[src/common/mode_reg_map.svh]
/*
 Bit positions, field widths, reset values and encodings of the second and third mode registers.
 Assumes inclusion by bare name; definitions only.
*/
`ifndef MODE_REG_MAP_SVH
`define MODE_REG_MAP_SVH
`define MR_WIDTH 17
`define MR_RESET 17'h00000
`define SEL_MR_TWO 3'h2
`define SEL_MR_THREE 3'h3
`define WCL_LSB 3
`define WCL_MSB 5
`define WCL_BASE 4'h5
`define AUTO_SR_BIT 6
`define FORCED_SR_BIT 7
`define WTERM_LSB 9
`define WTERM_MSB 10
`define CAL_EN_BIT 2
`define CAL_SEL_LSB 0
`define CAL_SEL_MSB 1
`define CAL_SEL_PATTERN 2'h0
`define CAL_PATTERN 8'hAA
`define REG_TWO_RSVD_MASK 17'h13907
`define REG_THREE_RSVD_MASK 17'h13FF8
`define ADD_LAT_ZERO 2'h0
`define ADD_LAT_RCL_MINUS1 2'h1
`define ADD_LAT_RCL_MINUS2 2'h2
`endif

[src/common/mode_reg_pkg.sv]
/*
 Types shared by the mode register bank.
 Assumes no other package.
*/
package mode_reg_pkg;
	typedef enum logic [1:0] {TERM_NOMINAL, TERM_WRITE} term_state_t;
	typedef logic [16:0] mode_word_t;
endpackage

[src/verilog/mode_reg_two_three.sv]
/*
 Second and third mode registers with write latency, self-refresh rate, write termination and
 calibration readout. Assumes the command decoder gives a one-cycle mode-register-set strobe
 with bank and address bits, and a read-beat strobe for each data beat.
*/
// Overview of operation
// RQ1 - Controller writes only when idle, waits after
// RQ2 - Registers hold until rewritten; array untouched
// RQ3 - Controller zeroes reserved bits of register two
// RQ4 - Register two bits 5:3 set write column latency
// RQ5 - Total write latency is column plus additive
// RQ6 - Controller matches column latency to clock
// RQ7 - Bit 6 enables automatic 2X self-refresh
// RQ8 - Without options, self-refresh runs at 1X
// RQ9 - Bit 7 forces 2X self-refresh always
// RQ10 - Controller never sets both refresh options
// RQ11 - Bits 10:9 select write termination; zero disables
// RQ12 - Write termination replaces nominal during write burst
// RQ13 - Nominal and write termination are independent
// RQ14 - No write termination during write leveling
// RQ15 - Controller zeroes reserved bits of register three
// RQ16 - Bit 2 clear: normal array access
// RQ17 - Bit 2 set: reads return calibration data
// RQ18 - Selection 00 picks the fixed pattern
// RQ19 - Controller precharges all banks before enabling
// RQ20 - Controller issues only reads while enabled
// RQ21 - Reset still works in calibration mode
// RQ22 - Pattern alternates starting with zero
// RQ23 - Bank address 010 and 011 select registers
// RQ24 - Additive latency zero, minus one or minus two
// RQ25 - Beat zero is pattern LSB, seven MSB
// RQ26 - Controller avoids reserved calibration selections
`timescale 1ns/10ps
`include "mode_reg_map.svh"
module mode_reg_two_three #(
	parameter int WIDTH = `MR_WIDTH
) (
	// Clock and reset
	input wire logic core_clk,
	input wire logic rst_n,
	// Mode register set command
	input wire logic mrs_strobe,
	input wire logic [2:0] bank_addr,
	input wire logic [WIDTH-1:0] addr,
	// Settings held in other mode registers
	input wire logic [3:0] read_column_latency,
	input wire logic [1:0] additive_latency,
	input wire logic [2:0] nominal_termination,
	input wire logic write_level_mode,
	// Environment
	input wire logic temp_near_85c,
	// Write path events
	input wire logic wr_burst_start,
	input wire logic wr_burst_end,
	// Read path
	input wire logic read_beat,
	input wire logic [2:0] beat_index,
	input wire logic array_rd_bit,
	// Outputs
	output logic [3:0] write_column_latency,
	output logic [4:0] total_write_latency,
	output logic selfrefresh_2x,
	output logic [2:0] term_select,
	output logic term_is_write,
	output logic cal_mode,
	output logic rd_bit_r,
	output logic rsvd_write_seen_r
);
	logic [WIDTH-1:0] mode_register_two_r;
	logic [WIDTH-1:0] mode_register_three_r;
	logic [3:0] add_lat_cycles;
	// Register select by bank address
	wire wr_two = mrs_strobe & (bank_addr == `SEL_MR_TWO); // [RQ23]
	wire wr_three = mrs_strobe & (bank_addr == `SEL_MR_THREE); // [RQ23]
	// Reserved bits are stored as given; a flag records misuse for debug
	wire rsvd_hit = (wr_two & |(addr & `REG_TWO_RSVD_MASK)) | (wr_three & |(addr & `REG_THREE_RSVD_MASK));
	always_ff @(posedge core_clk) begin
		if (!rst_n) begin // [RQ21]
			mode_register_two_r <= `MR_RESET;
			mode_register_three_r <= `MR_RESET;
			rsvd_write_seen_r <= 1'b0;
		end else begin
			if (wr_two) mode_register_two_r <= addr; // [RQ2]
			if (wr_three) mode_register_three_r <= addr; // [RQ2]
			if (rsvd_hit) rsvd_write_seen_r <= 1'b1;
		end
	end
	// Field decode
	wire [2:0] wcl_code = mode_register_two_r[`WCL_MSB:`WCL_LSB];
	wire auto_sr_en = mode_register_two_r[`AUTO_SR_BIT];
	wire forced_sr_en = mode_register_two_r[`FORCED_SR_BIT];
	wire [1:0] wterm = mode_register_two_r[`WTERM_MSB:`WTERM_LSB];
	wire cal_en = mode_register_three_r[`CAL_EN_BIT];
	wire [1:0] cal_sel = mode_register_three_r[`CAL_SEL_MSB:`CAL_SEL_LSB];
	// Code 0 is five clocks, each step one more
	assign write_column_latency = `WCL_BASE + {1'b0, wcl_code}; // [RQ4]
	always_comb begin
		unique case (additive_latency)
			`ADD_LAT_ZERO: add_lat_cycles = 4'h0;
			`ADD_LAT_RCL_MINUS1: add_lat_cycles = read_column_latency - 4'h1; // [RQ24]
			`ADD_LAT_RCL_MINUS2: add_lat_cycles = read_column_latency - 4'h2; // [RQ24]
			default: add_lat_cycles = 4'h0;
		endcase
	end
	assign total_write_latency = {1'b0, write_column_latency} + {1'b0, add_lat_cycles}; // [RQ5]
	selfrefresh_rate u_rate (
		.auto_selfrefresh_rate(auto_sr_en),
		.forced_2x_selfrefresh(forced_sr_en),
		.temp_near_85c(temp_near_85c),
		.rate_2x(selfrefresh_2x)
	);
	write_termination_ctrl u_term (
		.core_clk(core_clk),
		.rst_n(rst_n),
		.write_termination(wterm),
		.nominal_termination(nominal_termination),
		.write_level_mode(write_level_mode),
		.wr_burst_start(wr_burst_start),
		.wr_burst_end(wr_burst_end),
		.term_select(term_select),
		.term_is_write(term_is_write)
	);
	// Calibration readout; reserved selections return zero
	localparam logic [7:0] CAL_PATTERN = `CAL_PATTERN; // [RQ22]
	wire [7:0] pattern_src = (cal_sel == `CAL_SEL_PATTERN) ? CAL_PATTERN : 8'h00; // [RQ18]
	wire cal_bit = pattern_src[beat_index]; // [RQ25]
	assign cal_mode = cal_en;
	wire rd_next = cal_en ? cal_bit : array_rd_bit; // [RQ16] [RQ17]
	always_ff @(posedge core_clk) begin
		if (!rst_n) rd_bit_r <= 1'b0;
		else if (read_beat) rd_bit_r <= rd_next;
	end
	// Sampled reset in the antecedent: a one-edge reset pulse must not look like a lost value
	chk_mr_hold: assert property (@(posedge core_clk) disable iff (!rst_n)
		rst_n && !wr_two |=> $stable(mode_register_two_r)) else $error("mode register two changed"); // [RQ2]
	chk_mr_sel_three: assert property (@(posedge core_clk) disable iff (!rst_n)
		rst_n && wr_three |=> mode_register_three_r == $past(addr)) else $error("register three not loaded"); // [RQ23]
	chk_wcl_value: assert property (@(posedge core_clk) disable iff (!rst_n)
		rst_n && wr_two |=> write_column_latency == 4'h5 + {1'b0, $past(addr[5:3])})
		else $error("bad write latency"); // [RQ4]
	chk_total_lat_sum: assert property (@(posedge core_clk) disable iff (!rst_n)
		additive_latency == 2'h0 |-> total_write_latency == {1'b0, write_column_latency})
		else $error("total write latency wrong"); // [RQ5]
	chk_forced_2x: assert property (@(posedge core_clk) disable iff (!rst_n)
		forced_sr_en |-> selfrefresh_2x) else $error("forced 2X not applied"); // [RQ9]
	chk_rate_1x: assert property (@(posedge core_clk) disable iff (!rst_n)
		!forced_sr_en && !(auto_sr_en && temp_near_85c) |-> !selfrefresh_2x) else $error("rate not 1X"); // [RQ8]
	chk_auto_2x_hot: assert property (@(posedge core_clk) disable iff (!rst_n)
		auto_sr_en && temp_near_85c |-> selfrefresh_2x) else $error("auto 2X missed"); // [RQ7]
	chk_cal_pattern: assert property (@(posedge core_clk) disable iff (!rst_n)
		read_beat && cal_en && cal_sel == 2'h0 |=> rd_bit_r == $past(beat_index[0]))
		else $error("calibration beat wrong"); // [RQ22]
	chk_normal_read: assert property (@(posedge core_clk) disable iff (!rst_n)
		read_beat && !cal_en |=> rd_bit_r == $past(array_rd_bit)) else $error("array data lost"); // [RQ16]
	chk_wterm_off: assert property (@(posedge core_clk) disable iff (!rst_n)
		wterm == 2'h0 && !term_is_write |=> !term_is_write) else $error("termination with zero select"); // [RQ11]
	cov_reg_two_write: cover property (@(posedge core_clk) disable iff (!rst_n) wr_two);
	cov_cal_burst: cover property (@(posedge core_clk) disable iff (!rst_n) cal_en && read_beat [*8]);
	cov_cal_exit: cover property (@(posedge core_clk) disable iff (!rst_n) cal_en ##1 !cal_en);
endmodule // mode_reg_two_three

[src/verilog/selfrefresh_rate.sv]
/*
 Picks the self-refresh rate from the automatic and forced options and the case temperature.
 Assumes a synchronous warm flag from a temperature sensor.
*/
`timescale 1ns/10ps
`include "mode_reg_map.svh"
module selfrefresh_rate (
	// Settings
	input wire logic auto_selfrefresh_rate,
	input wire logic forced_2x_selfrefresh,
	// Temperature
	input wire logic temp_near_85c,
	// Result
	output logic rate_2x
);
	wire auto_2x = auto_selfrefresh_rate & temp_near_85c; // [RQ7]
	// Forced option ignores temperature; auto option gives 2X only when warm; neither gives 1X
	assign rate_2x = forced_2x_selfrefresh | auto_2x; // [RQ8] [RQ9]
endmodule // selfrefresh_rate

[src/verilog/write_termination_ctrl.sv]
/*
 Dynamic write termination selector for one data group.
 Assumes write burst start and end pulses from the write path.
*/
`timescale 1ns/10ps
`include "mode_reg_map.svh"
module write_termination_ctrl (
	// Clock and reset
	input wire logic core_clk,
	input wire logic rst_n,
	// Settings
	input wire logic [1:0] write_termination,
	input wire logic [2:0] nominal_termination,
	input wire logic write_level_mode,
	// Write burst events
	input wire logic wr_burst_start,
	input wire logic wr_burst_end,
	// Termination out
	output logic [2:0] term_select,
	output logic term_is_write
);
	mode_reg_pkg::term_state_t state_r, state_nxt;
	wire dyn_en = (write_termination != 2'h0) & ~write_level_mode; // [RQ11] [RQ14]
	always_comb begin
		state_nxt = state_r;
		unique case (state_r)
			mode_reg_pkg::TERM_NOMINAL: if (wr_burst_start && dyn_en) state_nxt = mode_reg_pkg::TERM_WRITE; // [RQ12]
			mode_reg_pkg::TERM_WRITE: if (wr_burst_end || !dyn_en) state_nxt = mode_reg_pkg::TERM_NOMINAL; // [RQ12]
			// Unused state codes fall back to nominal termination
			default: state_nxt = mode_reg_pkg::TERM_NOMINAL;
		endcase
	end
	always_ff @(posedge core_clk) begin
		if (!rst_n) state_r <= mode_reg_pkg::TERM_NOMINAL;
		else state_r <= state_nxt;
	end
	// Nominal code 0 means high impedance; write value works regardless
	assign term_is_write = (state_r == mode_reg_pkg::TERM_WRITE);
	assign term_select = term_is_write ? {1'b0, write_termination} : nominal_termination; // [RQ13]
	chk_write_term_gate: assert property (@(posedge core_clk) disable iff (!rst_n)
		write_level_mode |=> !term_is_write) else $error("write termination during leveling"); // [RQ14]
	chk_term_return: assert property (@(posedge core_clk) disable iff (!rst_n)
		term_is_write && wr_burst_end |=> !term_is_write) else $error("termination not restored"); // [RQ12]
	cov_write_term: cover property (@(posedge core_clk) disable iff (!rst_n) wr_burst_start && dyn_en ##1 term_is_write);
endmodule // write_termination_ctrl

[config.mk]
export PLATFORM = sky130hd
export DESIGN_NAME = mode_reg_two_three
export DESIGN_NICKNAME = d
export VERILOG_FILES = /design/src/common/mode_reg_pkg.sv /design/src/verilog/mode_reg_two_three.sv /design/src/verilog/selfrefresh_rate.sv /design/src/verilog/write_termination_ctrl.sv
export VERILOG_INCLUDE_DIRS = /design/src /design/src/common
export SDC_FILE = /design/constraint.sdc
export NUM_CORES = 1
export LEC_CHECK = 0
export BUFFER_PORTS_ARGS = -buffer_cell sky130_fd_sc_hd__buf_2
export CAP_MARGIN = 20
export CORE_AREA = 2 2 59 61
export CTS_BUF_LIST = sky130_fd_sc_hd__clkbuf_16
export DETAILED_ROUTE_END_ITERATION = 16
export DIE_AREA = 0 0 61 63
export GPL_TIMING_DRIVEN = 0
export PLACE_DENSITY = 0.64
export SYNTH_ARGS = -nofsm -noshare
export SYNTH_HDL_FRONTEND = slang
export SYNTH_SLANG_ARGS = --single-unit
[constraint.sdc]
create_clock -name core_clk -period 2.5 [get_ports core_clk]
set_clock_uncertainty 0.2 [all_clocks]
set_input_delay 0 -clock core_clk [delete_from_list [all_inputs] [get_ports core_clk]]
set_output_delay 0 -clock core_clk [all_outputs]
set_load 0.02 [all_outputs]
# Yosys cells after proc, flatten, opt, wreduce, memory -nomap -nowiden

Cells that the tools add are included.

$add $sub $neg: 4
Reduce and logical (&&, ||, !) cells: 9
Mux-type cells: 9
Equal/unequal tests: 7
Bitwise logic cells: 9
Magnitude comparators: 1

Operators with widths:

| cell                                                                 | count |
|---|---|
| 12-bit OR reduction                                                  | 1 |
| 8-bit 2-to-1 mux                                                     | 1 |
| 4-bit one-hot mux with 2 select lines                                | 1 |
| 8-bit OR reduction                                                   | 1 |
| 1-bit AND                                                            | 6 |
| 3-bit by 2-bit == test with 1-bit output, second input constant      | 2 |
| 4-bit by 4-bit adder with 5-bit output                               | 1 |
| 3-bit by 3-bit adder with 4-bit output, first input constant         | 1 |
| 2-bit by 1-bit == test with 1-bit output, second input constant      | 2 |
| 2-bit logical NOT                                                    | 2 |
| 3-bit by 4-bit < comparator with 1-bit output, second input constant | 1 |
| 2-bit 2-to-1 mux                                                     | 2 |
| 2-bit one-hot mux with 2 select lines                                | 1 |
| 4-bit by 1-bit subtractor with 4-bit output, second input constant   | 1 |
| 4-bit by 2-bit subtractor with 4-bit output, second input constant   | 1 |
| 1-bit binary-select mux with 3-bit select                            | 1 |
| 3-bit 2-to-1 mux                                                     | 1 |
| 2-bit == test, second input constant                                 | 1 |
| 1-bit 2-to-1 mux                                                     | 2 |
| 2-bit by 1-bit != test with 1-bit output, second input constant      | 1 |
| 2-bit != test, second input constant                                 | 1 |
| 1-bit OR                                                             | 2 |
| 2-bit AND reduction                                                  | 1 |
| 2-bit nonzero test                                                   | 1 |
| other kinds (4)                                                      | 4 |

Word-level logic and storage cells: 44
Register bits: 18
Input port bits: 41
Output and inout port bits: 17

# Depth between registers and ports, before layout

Depth in word-level cells: 6
Depth in mapped cells: 10
Gate-level depth less buffers: 10

# Cells and area by module

Synthesis repeated with hierarchy kept, for this count alone.

Cell total of the unflattened synthesis: 102
Area, all modules: 920.9 sq um

By module, submodules not included:

| module                 | instances | seq. area each (sq um) | area each (sq um) | cells an instance |
|---|---|---|---|---|
| mode_reg_two_three     | 1         | 240.2                  | 842.1             | 94 |
| write_termination_ctrl | 1         | 20.0                   | 71.3              | 7 |
| selfrefresh_rate       | 1         | 0.0                    | 7.5               | 1 |

# Worst setup path before layout

No wires, ideal clock.

Path kind: register -> output
Start point: reg mode_register_two_r[3]
End point: out total_write_latency[3]
Arrival: 1.705 ns
Path slack: 0.595 ns
Data required time: 2.300 ns
Stages on the path, launching flop included: 6
Path buffers: 0
Cells stage by stage: dfxtp_1 > ha_1 > xnor2_1 > ha_1 > a21oi_1 > xnor2_1

Cells in the longest elaborated chain, start to end: 2

Ends and longest elaborated chain:

| element                                                 | RTL line                  | source |
|---|---|---|
| start: declaration                                      | mode_reg_two_three.sv:69  | `logic [WIDTH-1:0] mode_register_two_r;` |
| start signal: assignment                                | mode_reg_two_three.sv:79  | `` mode_register_two_r <= `MR_RESET; `` |
| start signal: assignment                                | mode_reg_two_three.sv:83  | `if (wr_two) mode_register_two_r <= addr;` |
| 3-bit by 3-bit adder with 4-bit output (no source line) | --                        |  |
| via write_column_latency[2]                             | mode_reg_two_three.sv:60  | `output logic [3:0] write_column_latency,` |
| 4-bit by 4-bit adder with 5-bit output                  | mode_reg_two_three.sv:105 | `assign total_write_latency = {1'b0, write_column_latency} + {1'b0, add_lat_cycles};` |
| end: declaration                                        | mode_reg_two_three.sv:61  | `output logic [4:0] total_write_latency,` |

The timed path passes the listed nets, and every way through them passes these cells.

# Worst setup path after layout

Start point: in addr[1]
End point: reg rsvd_write_seen_r

Cells in the longest elaborated chain, start to end: 3

Ends and longest elaborated chain:

| element                | RTL line                 | source |
|---|---|---|
| start: declaration     | mode_reg_two_three.sv:44 | `input wire logic [WIDTH-1:0] addr,` |
| 8-bit OR reduction     | mode_reg_two_three.sv:76 | `` wire rsvd_hit = (wr_two & \|(addr & `REG_TWO_RSVD_MASK)) \| (wr_three & \|(addr & `REG_THREE_RSVD_MASK)); `` |
| 1-bit AND              | mode_reg_two_three.sv:76 |  |
| 1-bit OR               | mode_reg_two_three.sv:76 |  |
| end signal: assignment | mode_reg_two_three.sv:81 | `rsvd_write_seen_r <= 1'b0;` |
| end signal: assignment | mode_reg_two_three.sv:85 | `if (rsvd_hit) rsvd_write_seen_r <= 1'b1;` |
| end: declaration       | mode_reg_two_three.sv:67 | `output logic rsvd_write_seen_r` |

No other way between the ends.
A chain may end at the register's enable or synchronous reset.

==> impl_results.md <==
- Synth area leader: dfxtp_1
- Max Cap Viol: 0
- H-tree depth: 1
- Synthesized net count: around 160
- Largest delay contributor family on the critical path: buffers and inverters
- Clock Root Buffer: clkbuf_16
- Leak: about 0.76 nW
- Flops & latches, synth: 13
- Worst EP arrival: approximately 2000 ps
- Fraction of layout cells with a size suffix above 1: 0.337
- # IOs: slightly below 60
- Pwr Total: 0.665 mW
- Port bufs: 53
- Vias: a little under 1000
- Post-CTS Setup Bufs: 0
- CTS-repair resized insts: 0
- Measured slew at the worst slew-check pin: 484 ps
- CTS Buffer Depth: 2
- YS warnings: 0
- Yosys top cell area share: 0.282
- Sw Pwr: between 0.15 and 0.2 mW
- Final nets: 231
- GP Congestion: roughly 0.77
- Row count: 21
- Max frequency: 0.470 GHz
- CP dominant cell by count: dlygate4sd3_1
- Critical path class: input pin to flop
- DRC: 0
- Clk sinks: 13
- Drt via density: about 4.3
- Initial antenna violation count: 0
- DR WL/cell: roughly 10 um
- GRT Total Usage: 0.128
- RSZ-0062 raised after global routing: no
- WL final: 2.28 mm
- Post-DP HPWL: about 1.8 mm
- Fin crit share: 0.850
- Type of origin of the critical path: input pin
- Worst Hold Depth: 4
- Clock latency on the worst-skew pair: approximately 230 ps
- Initial cell density of the core: 0.286
- Int Pwr: 0.504 mW
- Placeable Area: 3230 sq um
- Met3 Wirelength: 73 um
- Vias in the first global route: just under 1000
- Switching Fraction: 0.241
- Routed met2 length: approximately 1.2 mm
- CTS tree: done
- CP Buf/Inv Count: 3
- Outcome: finished clean
- Slew Viols, Final: 0
- Largest net degree at the start of global routing: 11
- Ant. Diodes: 0
- Share of total power in the clock network: 0.432
- Die height: approximately 63 um
- # setup viols final: 0
- Pre-antenna DRT Iters: 4
- Final WS setup: around 370 ps
- Mapped Cells: 105
- Met1 WL: around 950 um
- WP data required: ~2400 ps
- Post-synth cell types: 36
- Sequential Power Share: 0.327
- DRT antenna net count: 0
- Slew margin rel.: 0.669
- Iter 0 DRT Violations: 7
- WP depth: 6
- Peak supply drop: about 330 uV
- Critical path cell sequence: dlygate4sd3_1, buf_2, or4_4, o211ai_2, o211ai_1, dlygate4sd3_1
- First-pass GRT wire length: between 3 and 4 mm
- Die ar.: between 3000 and 4000 sq um
- Crit path largest cell delay: 560 ps
- TritonCTS buffer count: 3
- Syn avg cell area: 8.79 sq um
- Setup TNS Final: 0 ps
- Die X: about 60 um
- Pwr/cell area: 448 nW/um^2
- Top post-synthesis cells by area: dfxtp_1 28%, ha_1 14%, mux2i_1 11%, nor2_1 5.7%, inv_1 4.5%
- Worst Hold Class: input pin to flop
- Clock Pin Slew Worst Setup and Hold Paths: 40 ps
- Highest Signal Layer: met4
- Min cycle time layout: 2130 ps
- Place WS: 573 ps
- Sequential fraction of the synthesis area: 0.282
- R2R cell count: 4
- Critical path peak fanout: 2
- Worst Setup End Kind: flop
- Hold slack: 69.9 ps
- Comb pwr share: 0.240
- Global route overflow: 0
- Final hold violation count: 0
- Layout Area Growth over Synthesis: 60.8%
- Mapped cell area: 923 sq um
- Crit-path slowest cell: dlygate4sd3_1
## cell usage in the layout (no fill, tap or decap), drive strengths merged
| cell type | synthesis | layout |
|---|---|---|
| o211ai | 2 | 2 |
| nor4 | 3 | 3 |
| inv | 12 | 13 |
| buf | 1 | 54 |
| or4 | 2 | 2 |
| mux2i | 10 | 10 |
| a31oi | 1 | 1 |
| a2111oi | 1 | 1 |
| nor3 | 1 | 1 |
| dfxtp | 13 | 13 |
| xnor2 | 3 | 3 |
| a21o | 3 | 3 |
| nand2 | 4 | 4 |
| a311oi | 1 | 1 |
| or2 | 1 | 1 |
| dlygate4sd3 | 0 | 16 |
| and4bb | 1 | 1 |
| nand4b | 1 | 1 |
| xor2 | 1 | 1 |
| nor2 | 14 | 14 |
| a2bb2oi | 1 | 1 |
| and4b | 1 | 1 |
| fa | 1 | 1 |
| nand2b | 3 | 3 |
| nand3 | 1 | 1 |
| ha | 10 | 10 |
| a21oi | 2 | 2 |
| o21ai | 3 | 3 |
| o22ai | 1 | 1 |
| nand3b | 1 | 1 |
| clkbuf | 1 | 4 |
| mux2 | 2 | 2 |
| nor2b | 3 | 3 |
## tightest hold or removal path, cell delays in order
cell,delay (ps)
buf_2,80
nand4b_1,210
mux2i_1,100
nor2_1,70
## synthesized netlist by cell type, drive strengths merged
cell type	n
clkbuf	1
nor2b	3
inv	12
a2bb2oi	1
nand4b	1
o22ai	1
nor3	1
nand3	1
nor4	3
a31oi	1
o211ai	2
nor2	14
mux2	2
nand3b	1
a311oi	1
buf	1
fa	1
a21o	3
and4bb	1
a21oi	2
xnor2	3
a2111oi	1
mux2i	10
o21ai	3
xor2	1
dfxtp	13
and4b	1
or2	1
nand2b	3
or4	2
nand2	4
ha	10
## routing by layer
metal	global-route usage	vias up
li1	-	511
met1	0.139	438
met2	0.222	17
met3	0.0331	2
met4	0.0598	0
met5	0	-
## cell type report
class / count / area [sq um]
multi-input cells: 78 / 607
flip-flops and latches: 13 / 260
plain buffers: 2 / 11.3
repair buffers: 69 / 425
clock buffers: 3 / 75.1
well taps: 46 / 57.6
fillers: 327 / 1750
clock inverters: 1 / 3.75
inverters: 12 / 45.0
## repair_timing
item | in CTS | in global routing
hold buffers | 16 | 0
setup endpoints to repair | 0 | 0
endpoints found under the hold margin | 13 | 0
## registers in the layout, indices dropped and copies added (netlist names)
name / cells
mode_register_two_r: 7
mode_register_three_r: 3
rd_bit_r: 1
rsvd_write_seen_r: 1
u_term.state_r: 1
## metrics by stage
| stage | instance area (sq um) | instances | utilization |
|---|---|---|---|
| 2_1_floorplan | 923 | 105 | - |
| 3_3_place_gp | 1250 | 204 | 0.386 |
| 3_5_place_dp | 1250 | 204 | 0.386 |
| 4_1_cts | 1490 | 224 | 0.460 |
| 5_1_grt | 1490 | 224 | 0.460 |
| 6_report | 1490 | 224 | 0.460 |
## path summary, 6_finish.rpt
path                                                             from                               endpoint  slack [ps]
worst min-delay path                                     bank_addr[2]  mode_register_three_r[0]$_SDFFE_PN0P_          70
worst max-delay path                                          addr[1]         rsvd_write_seen_r$_SDFFE_PN0P_         370
worst max register to register  mode_register_three_r[1]$_SDFFE_PN0P_                  rd_bit_r$_SDFFE_PN0P_         900
worst min register to register    mode_register_two_r[7]$_SDFFE_PN0P_    mode_register_two_r[7]$_SDFFE_PN0P_         300
## power groups by stage
stage / registers, mW / clock network [mW] / logic, mW
after floorplan: 0.224 / 0 / 0.0789
after global placement: 0.221 / 0 / 0.141
after detailed placement: 0.221 / 0 / 0.142
after CTS: 0.218 / 0.295 / 0.161
after global routing: 0.218 / 0.307 / 0.179
final: 0.218 / 0.287 / 0.160
## cells by family after synthesis
family	count (synthesis)	share of synthesized area
DFF	13	0.282
adders and majority gates	11	0.157
muxes	12	0.133
xor gates and xnor gates	4	0.0379
AOI/OAI and AO/OA	15	0.115
and+or+nand+nor	36	0.214
buffers and inverters	14	0.0610
(Power assumes the default switching activity.)
